==> config.mk <==
export PLATFORM = sky130hd
export DESIGN_NAME = mrlr_regs
export DESIGN_NICKNAME = d
export VERILOG_FILES = /design/src/include/mrlr_pkg.sv /design/src/rtl/mrlr_lock_tlb.sv /design/src/rtl/mrlr_regs.sv /design/src/rtl/mrlr_tcm_region.sv
export SDC_FILE = /design/constraint.sdc
export NUM_CORES = 1
export LEC_CHECK = 0
export ABC_CLOCK_PERIOD_IN_PS = 4400
export BUFFER_PORTS_ARGS = -buffer_cell sky130_fd_sc_hd__buf_2
export CAP_MARGIN = 25
export CORE_ASPECT_RATIO = 0.5
export CORE_MARGIN = 2
export CORE_UTILIZATION = 53
export CTS_CLUSTER_DIAMETER = 40
export DETAILED_ROUTE_END_ITERATION = 8
export GPL_ROUTABILITY_DRIVEN = 0
export PLACE_DENSITY = 0.78
export SLEW_MARGIN = 5
export SYNTH_ARGS = -nofsm -noshare
export SYNTH_HDL_FRONTEND = slang
export SYNTH_HIERARCHICAL = 1
export SYNTH_SLANG_ARGS = --single-unit
==> constraint.sdc <==
create_clock -name i_clock -period 4.4 [get_ports i_clock]
set_clock_uncertainty 0.05 [all_clocks]
set_input_delay 0.66 -clock i_clock [delete_from_list [all_inputs] [get_ports i_clock]]
set_output_delay 0.66 -clock i_clock [all_outputs]
set_load 0.01 [all_outputs]
==> src/include/mrlr_pkg.sv <==
// shared constants for the memory-system region, lockdown and remap registers
package mrlr_pkg;
  // coprocessor register numbers and secondary selectors
  localparam logic [3:0] MRLR_CRN_REGION = 4'h9;
  localparam logic [3:0] MRLR_CRM_REGION = 4'h1;
  localparam logic [3:0] MRLR_CRN_LOCK = 4'hA;
  localparam logic [3:0] MRLR_CRM_LOCK = 4'h0;
  localparam logic [3:0] MRLR_CRN_PROC = 4'hD;
  localparam logic [3:0] MRLR_CRM_PROC = 4'h0;
  localparam logic [2:0] MRLR_OP2_DATA = 3'h0;
  localparam logic [2:0] MRLR_OP2_INSTR = 3'h1;
  localparam logic [2:0] MRLR_OP2_REMAP = 3'h0;
  localparam logic [2:0] MRLR_OP2_CTXID = 3'h1;
  localparam logic [2:0] MRLR_OP2_LOCK = 3'h0;
  // region register fields
  localparam int MRLR_BASE_LSB = 12;
  localparam int MRLR_SIZE_LSB = 2;
  localparam int MRLR_SIZE_MSB = 5;
  localparam int MRLR_EN_BIT = 0;
  // region size codes
  localparam logic [3:0] MRLR_SIZE_ABSENT = 4'h0;
  localparam logic [3:0] MRLR_SIZE_MIN = 4'h3;
  localparam logic [3:0] MRLR_SIZE_MAX = 4'hB;
  // lockdown register fields
  localparam int MRLR_PRESERVE_BIT = 0;
  localparam int MRLR_VICTIM_LSB = 26;
  localparam int MRLR_VICTIM_W = 3;
  localparam int MRLR_LOCK_ENTRIES = 8;
  // remap identifier field and slot size
  localparam int MRLR_PID_LSB = 25;
  localparam int MRLR_PID_W = 7;
  localparam logic [6:0] MRLR_PID_RESET = 7'h00;
  localparam logic [31:0] MRLR_CTXID_RESET = 32'h0000_0000;
  // page tag and subpage positions for the locked entries
  localparam int MRLR_SUB_LSB = 10;
  localparam int MRLR_SUB_W = 2;
endpackage

==> src/rtl/mrlr_lock_tlb.sv <==
`timescale 1ns/1ps
// eight-entry fully associative locked translation region
module mrlr_lock_tlb
  import mrlr_pkg::*;
#(
  parameter int ENTRIES = MRLR_LOCK_ENTRIES
) (
  // clock and reset
  input wire logic i_clock,
  input wire logic i_rst,
  // entry write from a table walk
  input wire logic i_wr,
  input wire logic [MRLR_VICTIM_W-1:0] i_idx,
  input wire logic [31:0] i_va,
  input wire logic [19:0] i_pa,
  input wire logic i_sub_only,
  // single-entry invalidate by modified address
  input wire logic i_inv,
  input wire logic [31:0] i_inv_mva,
  // lookup
  input wire logic [31:0] i_look_mva,
  output logic o_hit,
  output logic [19:0] o_pa,
  output logic [ENTRIES-1:0] o_valid
);
  logic [ENTRIES-1:0] valid_q, valid_d; // entry valid flags
  logic [19:0] vtag_q [ENTRIES]; // virtual page tags
  logic [19:0] ptag_q [ENTRIES]; // physical page tags
  logic [ENTRIES-1:0] subonly_q; // entry covers one subpage only
  logic [MRLR_SUB_W-1:0] sub_q [ENTRIES]; // the subpage it covers

  // page match, narrowed to the subpage when permissions differ
  function automatic logic ent_match(input logic [19:0] tag, input logic so,
      input logic [MRLR_SUB_W-1:0] sub, input logic [31:0] a);
    ent_match = (tag == a[31:12]) && (!so || (sub == a[MRLR_SUB_LSB +: MRLR_SUB_W]));
  endfunction

  // valid flags: a write of the same entry beats an invalidate
  always_comb begin
    valid_d = valid_q;
    for (int i = 0; i < ENTRIES; i++) begin
      if (i_inv && valid_q[i] && ent_match(vtag_q[i], subonly_q[i], sub_q[i], i_inv_mva)) begin
        valid_d[i] = 1'b0;
      end
      if (i_wr && (i_idx == MRLR_VICTIM_W'(i))) begin
        valid_d[i] = 1'b1;
      end
    end
    if (i_rst) begin
      valid_d = '0;
    end
  end

  // entry storage; a single process owns every slot so each array has one driver
  always_ff @(posedge i_clock) begin
    for (int i = 0; i < ENTRIES; i++) begin
      if (i_wr && (i_idx == MRLR_VICTIM_W'(i))) begin
        vtag_q[i] <= i_va[31:12];
        ptag_q[i] <= i_pa;
        subonly_q[i] <= i_sub_only;
        sub_q[i] <= i_va[MRLR_SUB_LSB +: MRLR_SUB_W];
      end
    end
  end

  always_ff @(posedge i_clock) begin
    valid_q <= valid_d;
  end

  // lookup; lowest-numbered matching entry wins
  always_comb begin
    o_hit = 1'b0;
    o_pa = 20'h00000;
    for (int i = ENTRIES - 1; i >= 0; i--) begin
      if (valid_q[i] && ent_match(vtag_q[i], subonly_q[i], sub_q[i], i_look_mva)) begin
        o_hit = 1'b1;
        o_pa = ptag_q[i];
      end
    end
  end
  assign o_valid = valid_q;
endmodule // mrlr_lock_tlb

==> src/rtl/mrlr_regs.sv <==
`timescale 1ns/1ps
// How it works
// - region base in bits 31:12 decodes accesses
// - size field reads the size pins
// - size codes: 0 absent, 3..11 valid
// - bit zero enables the region
// - disabled region is never accessed
// - instruction memory also takes data accesses
// - fetch into data memory goes to main
// - preserve set: walk fills locked slot victim
// - preserve clear: walk fills set-associative part
// - locked region has eight indexed entries
// - invalidate-all spares the locked entries
// - single invalidate hits locked entries too
// - victim increments after each locked fill unless software writes it in the same cycle
// - differing subpages lock only one subpage
// - secondary opcode picks remap or context id
// - addresses below 32MB get pid slot added
// - remap identifier is seven bits wide
// - remap identifier resets to zero
// - no remapping while translation is off
// - maintenance addresses are never remapped
// - data memory enable resets off
// - instruction enable resets from boot pin
module mrlr_regs
  import mrlr_pkg::*;
(
  // clock and reset
  input wire logic i_clock,
  input wire logic i_rst,
  // pins from outside the clock domain
  input wire logic [3:0] i_instr_region_size_pins,
  input wire logic [3:0] i_data_region_size_pins,
  input wire logic i_boot_from_tight_memory_pin,
  // coprocessor register transfer
  input wire logic i_cp_valid,
  input wire logic i_cp_write,
  input wire logic [3:0] i_cp_crn,
  input wire logic [3:0] i_cp_coproc_secondary_reg,
  input wire logic [2:0] i_cp_op2,
  input wire logic [31:0] i_cp_wdata,
  output logic o_cp_done,
  output logic [31:0] o_cp_rdata,
  // core access path
  input wire logic i_mmu_enable,
  input wire logic i_acc_valid,
  input wire logic i_acc_ifetch,
  input wire logic i_acc_maint,
  input wire logic [31:0] i_acc_addr,
  output logic o_acc_valid,
  output logic [31:0] o_modified_virtual_address,
  output logic o_itcm_sel,
  output logic o_dtcm_sel,
  output logic o_main_sel,
  // table walk and translation buffer maintenance
  input wire logic i_walk_write,
  input wire logic [31:0] i_walk_va,
  input wire logic [19:0] i_walk_pa,
  input wire logic i_walk_sub_differ,
  input wire logic i_inv_all,
  input wire logic i_inv_entry,
  input wire logic [31:0] i_inv_mva,
  output logic o_main_tlb_write,
  output logic o_main_tlb_inv_all,
  output logic o_main_tlb_inv_entry,
  // locked region lookup
  output logic o_lock_hit,
  output logic [19:0] o_lock_pa,
  // remap identifier for the rest of the memory system
  output logic [MRLR_PID_W-1:0] o_process_remap_id
);
  logic boot_s1_q; // first sync stage, read only by the second
  logic boot_q; // synchronised boot pin
  logic [MRLR_PID_W-1:0] pid_q, pid_d; // fast_process_remap identifier
  logic [31:0] ctx_q, ctx_d; // context identifier
  logic preserve_q, preserve_d; // lockdown preserve bit
  logic [MRLR_VICTIM_W-1:0] victim_q, victim_d; // lockdown victim index
  logic [31:0] rdata_d; // read mux
  logic [31:0] mva_d; // modified address before register
  logic itcm_hit, dtcm_hit; // region decodes
  logic [31:0] ird, drd; // region read values
  logic wr_i, wr_d, wr_lock, wr_pid, wr_ctx; // write strobes
  logic lock_fill; // walk writes the locked region
  logic [19:0] lock_pa; // locked lookup result
  logic lock_hit; // locked lookup hit

  // one register select decode, shared by read and write paths
  function automatic logic sel(input logic [3:0] crn, input logic [3:0] coproc_secondary_reg,
      input logic [2:0] op2, input logic [3:0] n, input logic [3:0] m, input logic [2:0] o);
    sel = (crn == n) && (coproc_secondary_reg == m) && (op2 == o);
  endfunction

  // boot pin passes two flops before anything reads it
  always_ff @(posedge i_clock) begin
    boot_s1_q <= i_boot_from_tight_memory_pin;
    boot_q <= boot_s1_q;
  end

  // write strobes per register
  assign wr_d = i_cp_valid && i_cp_write
    && sel(i_cp_crn, i_cp_coproc_secondary_reg, i_cp_op2,
           MRLR_CRN_REGION, MRLR_CRM_REGION, MRLR_OP2_DATA);
  assign wr_i = i_cp_valid && i_cp_write
    && sel(i_cp_crn, i_cp_coproc_secondary_reg, i_cp_op2,
           MRLR_CRN_REGION, MRLR_CRM_REGION, MRLR_OP2_INSTR);
  assign wr_lock = i_cp_valid && i_cp_write
    && sel(i_cp_crn, i_cp_coproc_secondary_reg, i_cp_op2,
           MRLR_CRN_LOCK, MRLR_CRM_LOCK, MRLR_OP2_LOCK);
  assign wr_pid = i_cp_valid && i_cp_write
    && sel(i_cp_crn, i_cp_coproc_secondary_reg, i_cp_op2,
           MRLR_CRN_PROC, MRLR_CRM_PROC, MRLR_OP2_REMAP);
  assign wr_ctx = i_cp_valid && i_cp_write
    && sel(i_cp_crn, i_cp_coproc_secondary_reg, i_cp_op2,
           MRLR_CRN_PROC, MRLR_CRM_PROC, MRLR_OP2_CTXID);

  // instruction region; enable reset value follows the boot pin
  mrlr_tcm_region u_itcm (
    .i_clock(i_clock),
    .i_rst(i_rst),
    .i_size_pins(i_instr_region_size_pins),
    .i_reset_enable(boot_q),
    .i_wr(wr_i),
    .i_wdata(i_cp_wdata),
    .i_addr(mva_d),
    .o_rdata(ird),
    .o_hit(itcm_hit)
  );

  // data region; always comes out of reset disabled
  mrlr_tcm_region u_dtcm (
    .i_clock(i_clock),
    .i_rst(i_rst),
    .i_size_pins(i_data_region_size_pins),
    .i_reset_enable(1'b0),
    .i_wr(wr_d),
    .i_wdata(i_cp_wdata),
    .i_addr(mva_d),
    .o_rdata(drd),
    .o_hit(dtcm_hit)
  );

  // walk routing: preserve steers the entry to the locked slot
  assign lock_fill = i_walk_write && preserve_q;

  mrlr_lock_tlb u_lock (
    .i_clock(i_clock),
    .i_rst(i_rst),
    .i_wr(lock_fill),
    .i_idx(victim_q),
    .i_va(i_walk_va),
    .i_pa(i_walk_pa),
    .i_sub_only(i_walk_sub_differ),
    .i_inv(i_inv_entry),
    .i_inv_mva(i_inv_mva),
    .i_look_mva(mva_d),
    .o_hit(lock_hit),
    .o_pa(lock_pa),
    .o_valid()
  );

  // control registers next values; a fill in the same cycle as a
  // software write loses its increment, software wins the victim
  always_comb begin
    pid_d = pid_q;
    ctx_d = ctx_q;
    preserve_d = preserve_q;
    victim_d = victim_q;
    if (lock_fill) begin
      victim_d = victim_q + 3'h1;
    end
    if (wr_lock) begin
      preserve_d = i_cp_wdata[MRLR_PRESERVE_BIT];
      victim_d = i_cp_wdata[MRLR_VICTIM_LSB +: MRLR_VICTIM_W];
    end
    if (wr_pid) begin
      pid_d = i_cp_wdata[MRLR_PID_LSB +: MRLR_PID_W];
    end
    if (wr_ctx) begin
      ctx_d = i_cp_wdata;
    end
    if (i_rst) begin
      pid_d = MRLR_PID_RESET;
      ctx_d = MRLR_CTXID_RESET;
      preserve_d = 1'b0;
      victim_d = 3'h0;
    end
  end

  always_ff @(posedge i_clock) begin
    pid_q <= pid_d;
    ctx_q <= ctx_d;
    preserve_q <= preserve_d;
    victim_q <= victim_d;
  end

  // read mux; unmapped selections read zero
  always_comb begin
    rdata_d = 32'h0000_0000;
    if (sel(i_cp_crn, i_cp_coproc_secondary_reg, i_cp_op2,
            MRLR_CRN_REGION, MRLR_CRM_REGION, MRLR_OP2_DATA)) begin
      rdata_d = drd;
    end else if (sel(i_cp_crn, i_cp_coproc_secondary_reg, i_cp_op2,
                     MRLR_CRN_REGION, MRLR_CRM_REGION, MRLR_OP2_INSTR)) begin
      rdata_d = ird;
    end else if (sel(i_cp_crn, i_cp_coproc_secondary_reg, i_cp_op2,
                     MRLR_CRN_LOCK, MRLR_CRM_LOCK, MRLR_OP2_LOCK)) begin
      rdata_d[MRLR_VICTIM_LSB +: MRLR_VICTIM_W] = victim_q;
      rdata_d[MRLR_PRESERVE_BIT] = preserve_q;
    end else if (sel(i_cp_crn, i_cp_coproc_secondary_reg, i_cp_op2,
                     MRLR_CRN_PROC, MRLR_CRM_PROC, MRLR_OP2_REMAP)) begin
      rdata_d[MRLR_PID_LSB +: MRLR_PID_W] = pid_q;
    end else if (sel(i_cp_crn, i_cp_coproc_secondary_reg, i_cp_op2,
                     MRLR_CRN_PROC, MRLR_CRM_PROC, MRLR_OP2_CTXID)) begin
      rdata_d = ctx_q;
    end
  end

  // address remap: only low 32MB, only with translation on,
  // never for maintenance addresses
  always_comb begin
    mva_d = i_acc_addr;
    if (i_mmu_enable && !i_acc_maint
        && (i_acc_addr[31:MRLR_PID_LSB] == 7'h00)) begin
      mva_d = {pid_q, i_acc_addr[MRLR_PID_LSB-1:0]};
    end
  end

  // registered outputs; overlapping regions favour instruction side,
  // which software must avoid anyway
  always_ff @(posedge i_clock) begin
    if (i_rst) begin
      o_cp_done <= 1'b0;
      o_cp_rdata <= 32'h0000_0000;
      o_acc_valid <= 1'b0;
      o_modified_virtual_address <= 32'h0000_0000;
      o_itcm_sel <= 1'b0;
      o_dtcm_sel <= 1'b0;
      o_main_sel <= 1'b0;
      o_main_tlb_write <= 1'b0;
      o_main_tlb_inv_all <= 1'b0;
      o_main_tlb_inv_entry <= 1'b0;
      o_lock_hit <= 1'b0;
      o_lock_pa <= 20'h00000;
    end else begin
      o_cp_done <= i_cp_valid;
      o_cp_rdata <= (i_cp_valid && !i_cp_write) ? rdata_d : 32'h0000_0000;
      o_acc_valid <= i_acc_valid;
      o_modified_virtual_address <= mva_d;
      o_itcm_sel <= i_acc_valid && itcm_hit;
      o_dtcm_sel <= i_acc_valid && dtcm_hit && !itcm_hit && !i_acc_ifetch;
      o_main_sel <= i_acc_valid && !itcm_hit && !(dtcm_hit && !i_acc_ifetch);
      o_main_tlb_write <= i_walk_write && !preserve_q;
      o_main_tlb_inv_all <= i_inv_all;
      o_main_tlb_inv_entry <= i_inv_entry;
      o_lock_hit <= lock_hit;
      o_lock_pa <= lock_pa;
    end
  end
  assign o_process_remap_id = pid_q;

  // checks
  property p_pid_reset;
    @(posedge i_clock) i_rst |=> (pid_q == 7'h00);
  endproperty
  a_pid_reset: assert property (p_pid_reset) else $error("remap id not zero after reset");

  property p_remap_low;
    @(posedge i_clock) disable iff (i_rst)
      (i_mmu_enable && !i_acc_maint && i_acc_addr[31:25] == 7'h00)
      |=> (o_modified_virtual_address == {$past(pid_q), $past(i_acc_addr[24:0])});
  endproperty
  a_remap_low: assert property (p_remap_low) else $error("low address not remapped");

  property p_no_remap_off;
    @(posedge i_clock) disable iff (i_rst)
      !i_mmu_enable |=> (o_modified_virtual_address == $past(i_acc_addr));
  endproperty
  a_no_remap_off: assert property (p_no_remap_off) else $error("remap while translation off");

  property p_no_remap_maint;
    @(posedge i_clock) disable iff (i_rst)
      i_acc_maint |=> (o_modified_virtual_address == $past(i_acc_addr));
  endproperty
  a_no_remap_maint: assert property (p_no_remap_maint) else $error("maintenance address remapped");

  property p_victim_inc;
    @(posedge i_clock) disable iff (i_rst)
      (lock_fill && !wr_lock) |=> (victim_q == $past(victim_q) + 3'h1);
  endproperty
  a_victim_inc: assert property (p_victim_inc) else $error("victim did not increment");

  property p_walk_main;
    @(posedge i_clock) disable iff (i_rst)
      (i_walk_write && !preserve_q && !wr_lock) |=> (o_main_tlb_write && $stable(victim_q));
  endproperty
  a_walk_main: assert property (p_walk_main) else $error("walk not sent to main buffer");

  property p_fetch_not_dtcm;
    @(posedge i_clock) disable iff (i_rst)
      (i_acc_valid && i_acc_ifetch && dtcm_hit && !itcm_hit) |=> (o_main_sel && !o_dtcm_sel);
  endproperty
  a_fetch_not_dtcm: assert property (p_fetch_not_dtcm) else $error("fetch reached data memory");

  property p_dtcm_off_reset;
    @(posedge i_clock) i_rst |=> (drd[MRLR_EN_BIT] == 1'b0);
  endproperty
  a_dtcm_off_reset: assert property (p_dtcm_off_reset) else $error("data memory enabled at reset");

  property p_disabled_unused;
    @(posedge i_clock) disable iff (i_rst)
      !drd[MRLR_EN_BIT] |=> !o_dtcm_sel;
  endproperty
  a_disabled_unused: assert property (p_disabled_unused) else $error("disabled memory selected");

  c_lock_fill: cover property (@(posedge i_clock) disable iff (i_rst) lock_fill ##1 lock_fill);
  c_remap_hit: cover property (@(posedge i_clock) disable iff (i_rst)
    i_mmu_enable && pid_q != 7'h00 && i_acc_valid);
  c_itcm_data: cover property (@(posedge i_clock) disable iff (i_rst)
    o_itcm_sel && !$past(i_acc_ifetch));
endmodule // mrlr_regs

==> src/rtl/mrlr_tcm_region.sv <==
`timescale 1ns/1ps
// one tight-memory region register with its address decode
module mrlr_tcm_region
  import mrlr_pkg::*;
(
  // clock and reset
  input wire logic i_clock,
  input wire logic i_rst,
  // size pins (asynchronous) and reset enable value
  input wire logic [3:0] i_size_pins,
  input wire logic i_reset_enable,
  // register write
  input wire logic i_wr,
  input wire logic [31:0] i_wdata,
  // address to decode
  input wire logic [31:0] i_addr,
  // read value and decode result
  output logic [31:0] o_rdata,
  output logic o_hit
);
  logic [3:0] size_s1_q; // first sync stage, read only by the second
  logic [3:0] size_q; // synchronised size pins
  logic [19:0] base_q, base_d; // region base address
  logic en_q, en_d; // region enable

  // size mask over the 20 base bits; zero mask bits cover the region
  function automatic logic [19:0] size_mask(input logic [3:0] code);
    logic [19:0] ones;
    ones = 20'hFFFFF;
    size_mask = ones << (code - MRLR_SIZE_MIN);
  endfunction

  // next values: base and enable follow software, size never stored
  always_comb begin
    base_d = base_q;
    en_d = en_q;
    if (i_rst) begin
      base_d = 20'h00000;
      en_d = i_reset_enable;
    end else if (i_wr) begin
      base_d = i_wdata[31:MRLR_BASE_LSB];
      en_d = i_wdata[MRLR_EN_BIT];
    end
  end

  // registers; the size sync chain needs no reset
  always_ff @(posedge i_clock) begin
    size_s1_q <= i_size_pins;
    size_q <= size_s1_q;
    base_q <= base_d;
    en_q <= en_d;
  end

  // reserved bits read zero, size reflects the pins
  assign o_rdata = {base_q, 6'h00, size_q, 1'b0, en_q};

  // a reserved or absent size decodes nothing
  assign o_hit = en_q && (size_q >= MRLR_SIZE_MIN) && (size_q <= MRLR_SIZE_MAX)
    && (((i_addr[31:MRLR_BASE_LSB] ^ base_q) & size_mask(size_q)) == 20'h00000);
endmodule // mrlr_tcm_region

==> metrics <==
outcome complete, no violations; IO Pins 280; Die X 310.2 um; DP Wirelength 49460 um; ys flop type edfxtp_1; Max Fclk 243.8 MHz; cts bufs inserted 52; worst slew pin tran 1.026 ns; cell internal pwr 0.008269 W; initial antenna violation count 4; maximum buffer depth of the clock tree 3; pins over their slew limit 0; Required @ worst endpoint 4.90 ns; cell leakage power 10.45 nW; antenna-violating nets left 0; share of layout cells above drive strength 1 0.1968; Post-CTS Setup Repair Bufs 0; WHS 0.1054 ns; Net Sw Power 0.002546 W; Setup-failing EPs final 0; part of the power in registers 0.508; Final nets 2521; DR vias/cell between 6 and 7; DRT iter0 DRCs 2456; worst vdd ir 0.2519 mV; combinational power share 0.062; synthesis-stage register bit count 548; syn avg cell area 11.91 sq um; Synth Area in Compound Gates 0.09973; asr flop ratio synth 0; total track usage 0.3068; CTS root buffer clkbuf_16; RSZ-0062 raised after global routing no; FP Rows 56; PortBufs 259; clock sink total between 500 and 600; Setup crit end kind register; Core ar. 0.04652 sq mm; EDFF count, synth 346; Seq/Total Area, Yosys 0.5810; DRC Markers 0; Synth Area in Adders 0.003526; xor/xnor share of the synthesized area 0.1382; Post-Syn Area 0.02484 sq mm; WL per Instance about 25 um; critical path peak fanout 21; Tightest Hold Check Type in -> reg; Die ar. 0.04872 sq mm; Slew HR 0.3160; Syn. warnings 6; placed inst area 0.02707 sq mm; post-cts sizing count 0; worst-path cell chain buf_2 > or4b_2 > nor3_1 > buf_4 > a21o_1 > buf_4 > xnor2_1 > nand4_1 > or4_1 > buf_12 > nor3_1 > a221o_1 > a221oi_1 > o41ai_1 > nor2b_1; Clk pwr share 0.430; mux cell area share after synthesis 0.02045; Remaining Overflow, GRT 0; Routed WL 76030 um; simple-gate portion of the synthesized area 0.1213; Die Height 157.1 um; CP arrival 4.60 ns; critical path startpoint category input pin; number of global-route vias before repair between 15000 and 20000; Hold Violations, Final 0; Crit path max-delay family simple AND/OR/NAND/NOR gates; largest family of logic cells by synthesized area XOR/XNOR gates; Layout area overhead 16.15%; Final period util 0.9321; global-route wire length before repair 110200 um; final core occ 0.6202; Skew-Pair Late Insertion Delay 0.62 ns; clock transition at the registers of the reported paths 0.07 ns; Crit Path Category in -> reg; Initial Utilization 0.5339; H-tree depth 2; worst path bufs/invs 4; DRT Pass-1 Iters 5; R2R Setup Slk between 0.9 and 1 ns; CTS tree yes; Slowest cell on crit path or4b_2; minimum clock period between 4 and 5 ns; Max Cap Viol 0; largest net degree at the start of global routing 110; via count 18490; CP max stage delay around 0.7 ns; power per cell area ~370 mW/mm^2; fin area 0.02885 sq mm; Switching Share 0.2355; Synth cell types 67; Mapped Cells 2086; cts-stage hold buffer count 0
-- sequential cells by signal, indices dropped and copies added, names as in the netlist, 4 cells and up --
name and flops:
ctx_q 32, u_lock/o_valid 8, u_itcm/size_s1_q 4, u_dtcm/size_s1_q 4
u_lock/sub_q 16, u_itcm/size_q 4, o_cp_rdata 32, o_modified_virtual_address 32
u_lock/subonly_q 8, u_dtcm/size_q 4, o_process_remap_id 7, u_dtcm/base_q 20
u_itcm/base_q 20, o_lock_pa 20, u_lock/vtag_q 160, u_lock/ptag_q 160
-- through the flow --
stage / setup WS (ns) / setup TNS, ns / power, W / std cells
after floorplan: 0.2689 / 0 / 0.005955 / 2098
after global placement: -0.1084 / -0.1147 / 0.006251 / 2916
after detailed placement: -0.09146 / -0.1456 / 0.006262 / 2917
after CTS: 0.5251 / 0 / 0.01084 / 3015
after global routing: 0.1777 / 0 / 0.01110 / 3018
final: 0.2989 / 0 / 0.01082 / 3018
-- worst paths after layout --
path	from	endpoint	cells after the start
max	i_acc_maint	o_lock_pa[17]	15
min reg2reg	u_dtcm/size_s1_q[1]	u_dtcm/size_q[1]	0
max reg2reg	o_process_remap_id[3]	o_lock_pa[17]	13
min	i_boot_from_tight_memory_pin	boot_s1_q	1
-- layer usage --
| layer | share of wire | up-vias | global-route usage | wire length (um) |
|---|---|---|---|---|
| met5 | 0.00014 | - | 0 | 11 |
| met4 | 0.050 | 2 | 0.1488 | 3830 |
| met3 | 0.10 | 233 | 0.05776 | 7772 |
| met2 | 0.47 | 1169 | 0.5050 | 35800 |
| met1 | 0.38 | 9010 | 0.3931 | 28620 |
| li1 | - | 8078 | - | - |
-- cell usage in the layout, fill, tap and decap left out, types with 31 or more instances in the layout --
| master | count |
|---|---|
| a21oi_1 | 62 |
| a22o_1 | 48 |
| buf_2 | 258 |
| buf_4 | 73 |
| clkbuf_16 | 55 |
| dfxtp_1 | 202 |
| edfxtp_1 | 346 |
| mux2i_1 | 44 |
| nand2_1 | 71 |
| nand2b_1 | 31 |
| nand3_1 | 93 |
| nand4_1 | 86 |
| nor2_1 | 109 |
| nor2b_1 | 71 |
| nor3_1 | 37 |
| o211a_1 | 43 |
| o21ai_0 | 63 |
| xnor2_1 | 205 |
| xor2_1 | 187 |
-- cell type report --
cell class                 count  area [sq um]
multi-input combinational   1364          9641
sequential                   548         14430
clock inverter                29         304.0
timing repair buffer         346          2131
antenna                        2         5.005
tap                          638         798.3
inverter                      22         82.58
fill                        3654         17670
clock buffer                  69          1459
-- cell families (layout without fill, tap and decap cells) --
kind of cell,after synthesis,after routing
other,3,17
xor gates and xnor gates,392,392
buffers and inverters,186,466
muxes,50,50
adders and majority gates,7,7
AOI/OAI and AO/OA,332,332
and+or+nand+nor,568,568
DFF,548,548
-- power by group through the flow --
stage	logic, W	registers [W]	clock network, W
finish	0.000668	0.00550	0.00465
global route	0.000701	0.00550	0.00491
CTS	0.000655	0.00550	0.00469
detailed placement	0.000651	0.00561	0
global placement	0.000641	0.00561	0
floorplan	0.000340	0.00562	0
-- synth_stat cells (all sizes together), types with 19 or more instances --
cell type  instances  area (sq um)
nand2b            31         193.9
a21oi             62         310.3
nor2             111         416.7
o311ai            19         166.4
nor2b             71         444.2
edfxtp           346         10390
nor4              31         200.2
o211a             43         430.4
mux2i             44         440.4
clkbuf           100         375.4
nor3              44         247.7
a221oi            20         175.2
nand3             93         465.5
nand4             87         550.5
buf               64         417.9
nand2             71         266.5
inv               21         78.83
xnor2            205          1795
xor2             187          1638
o41ai             26         227.7
dfxtp            202          4044
a22o              48         420.4
o21ai             71         359.1
Power figures use the tool's default switching activity.
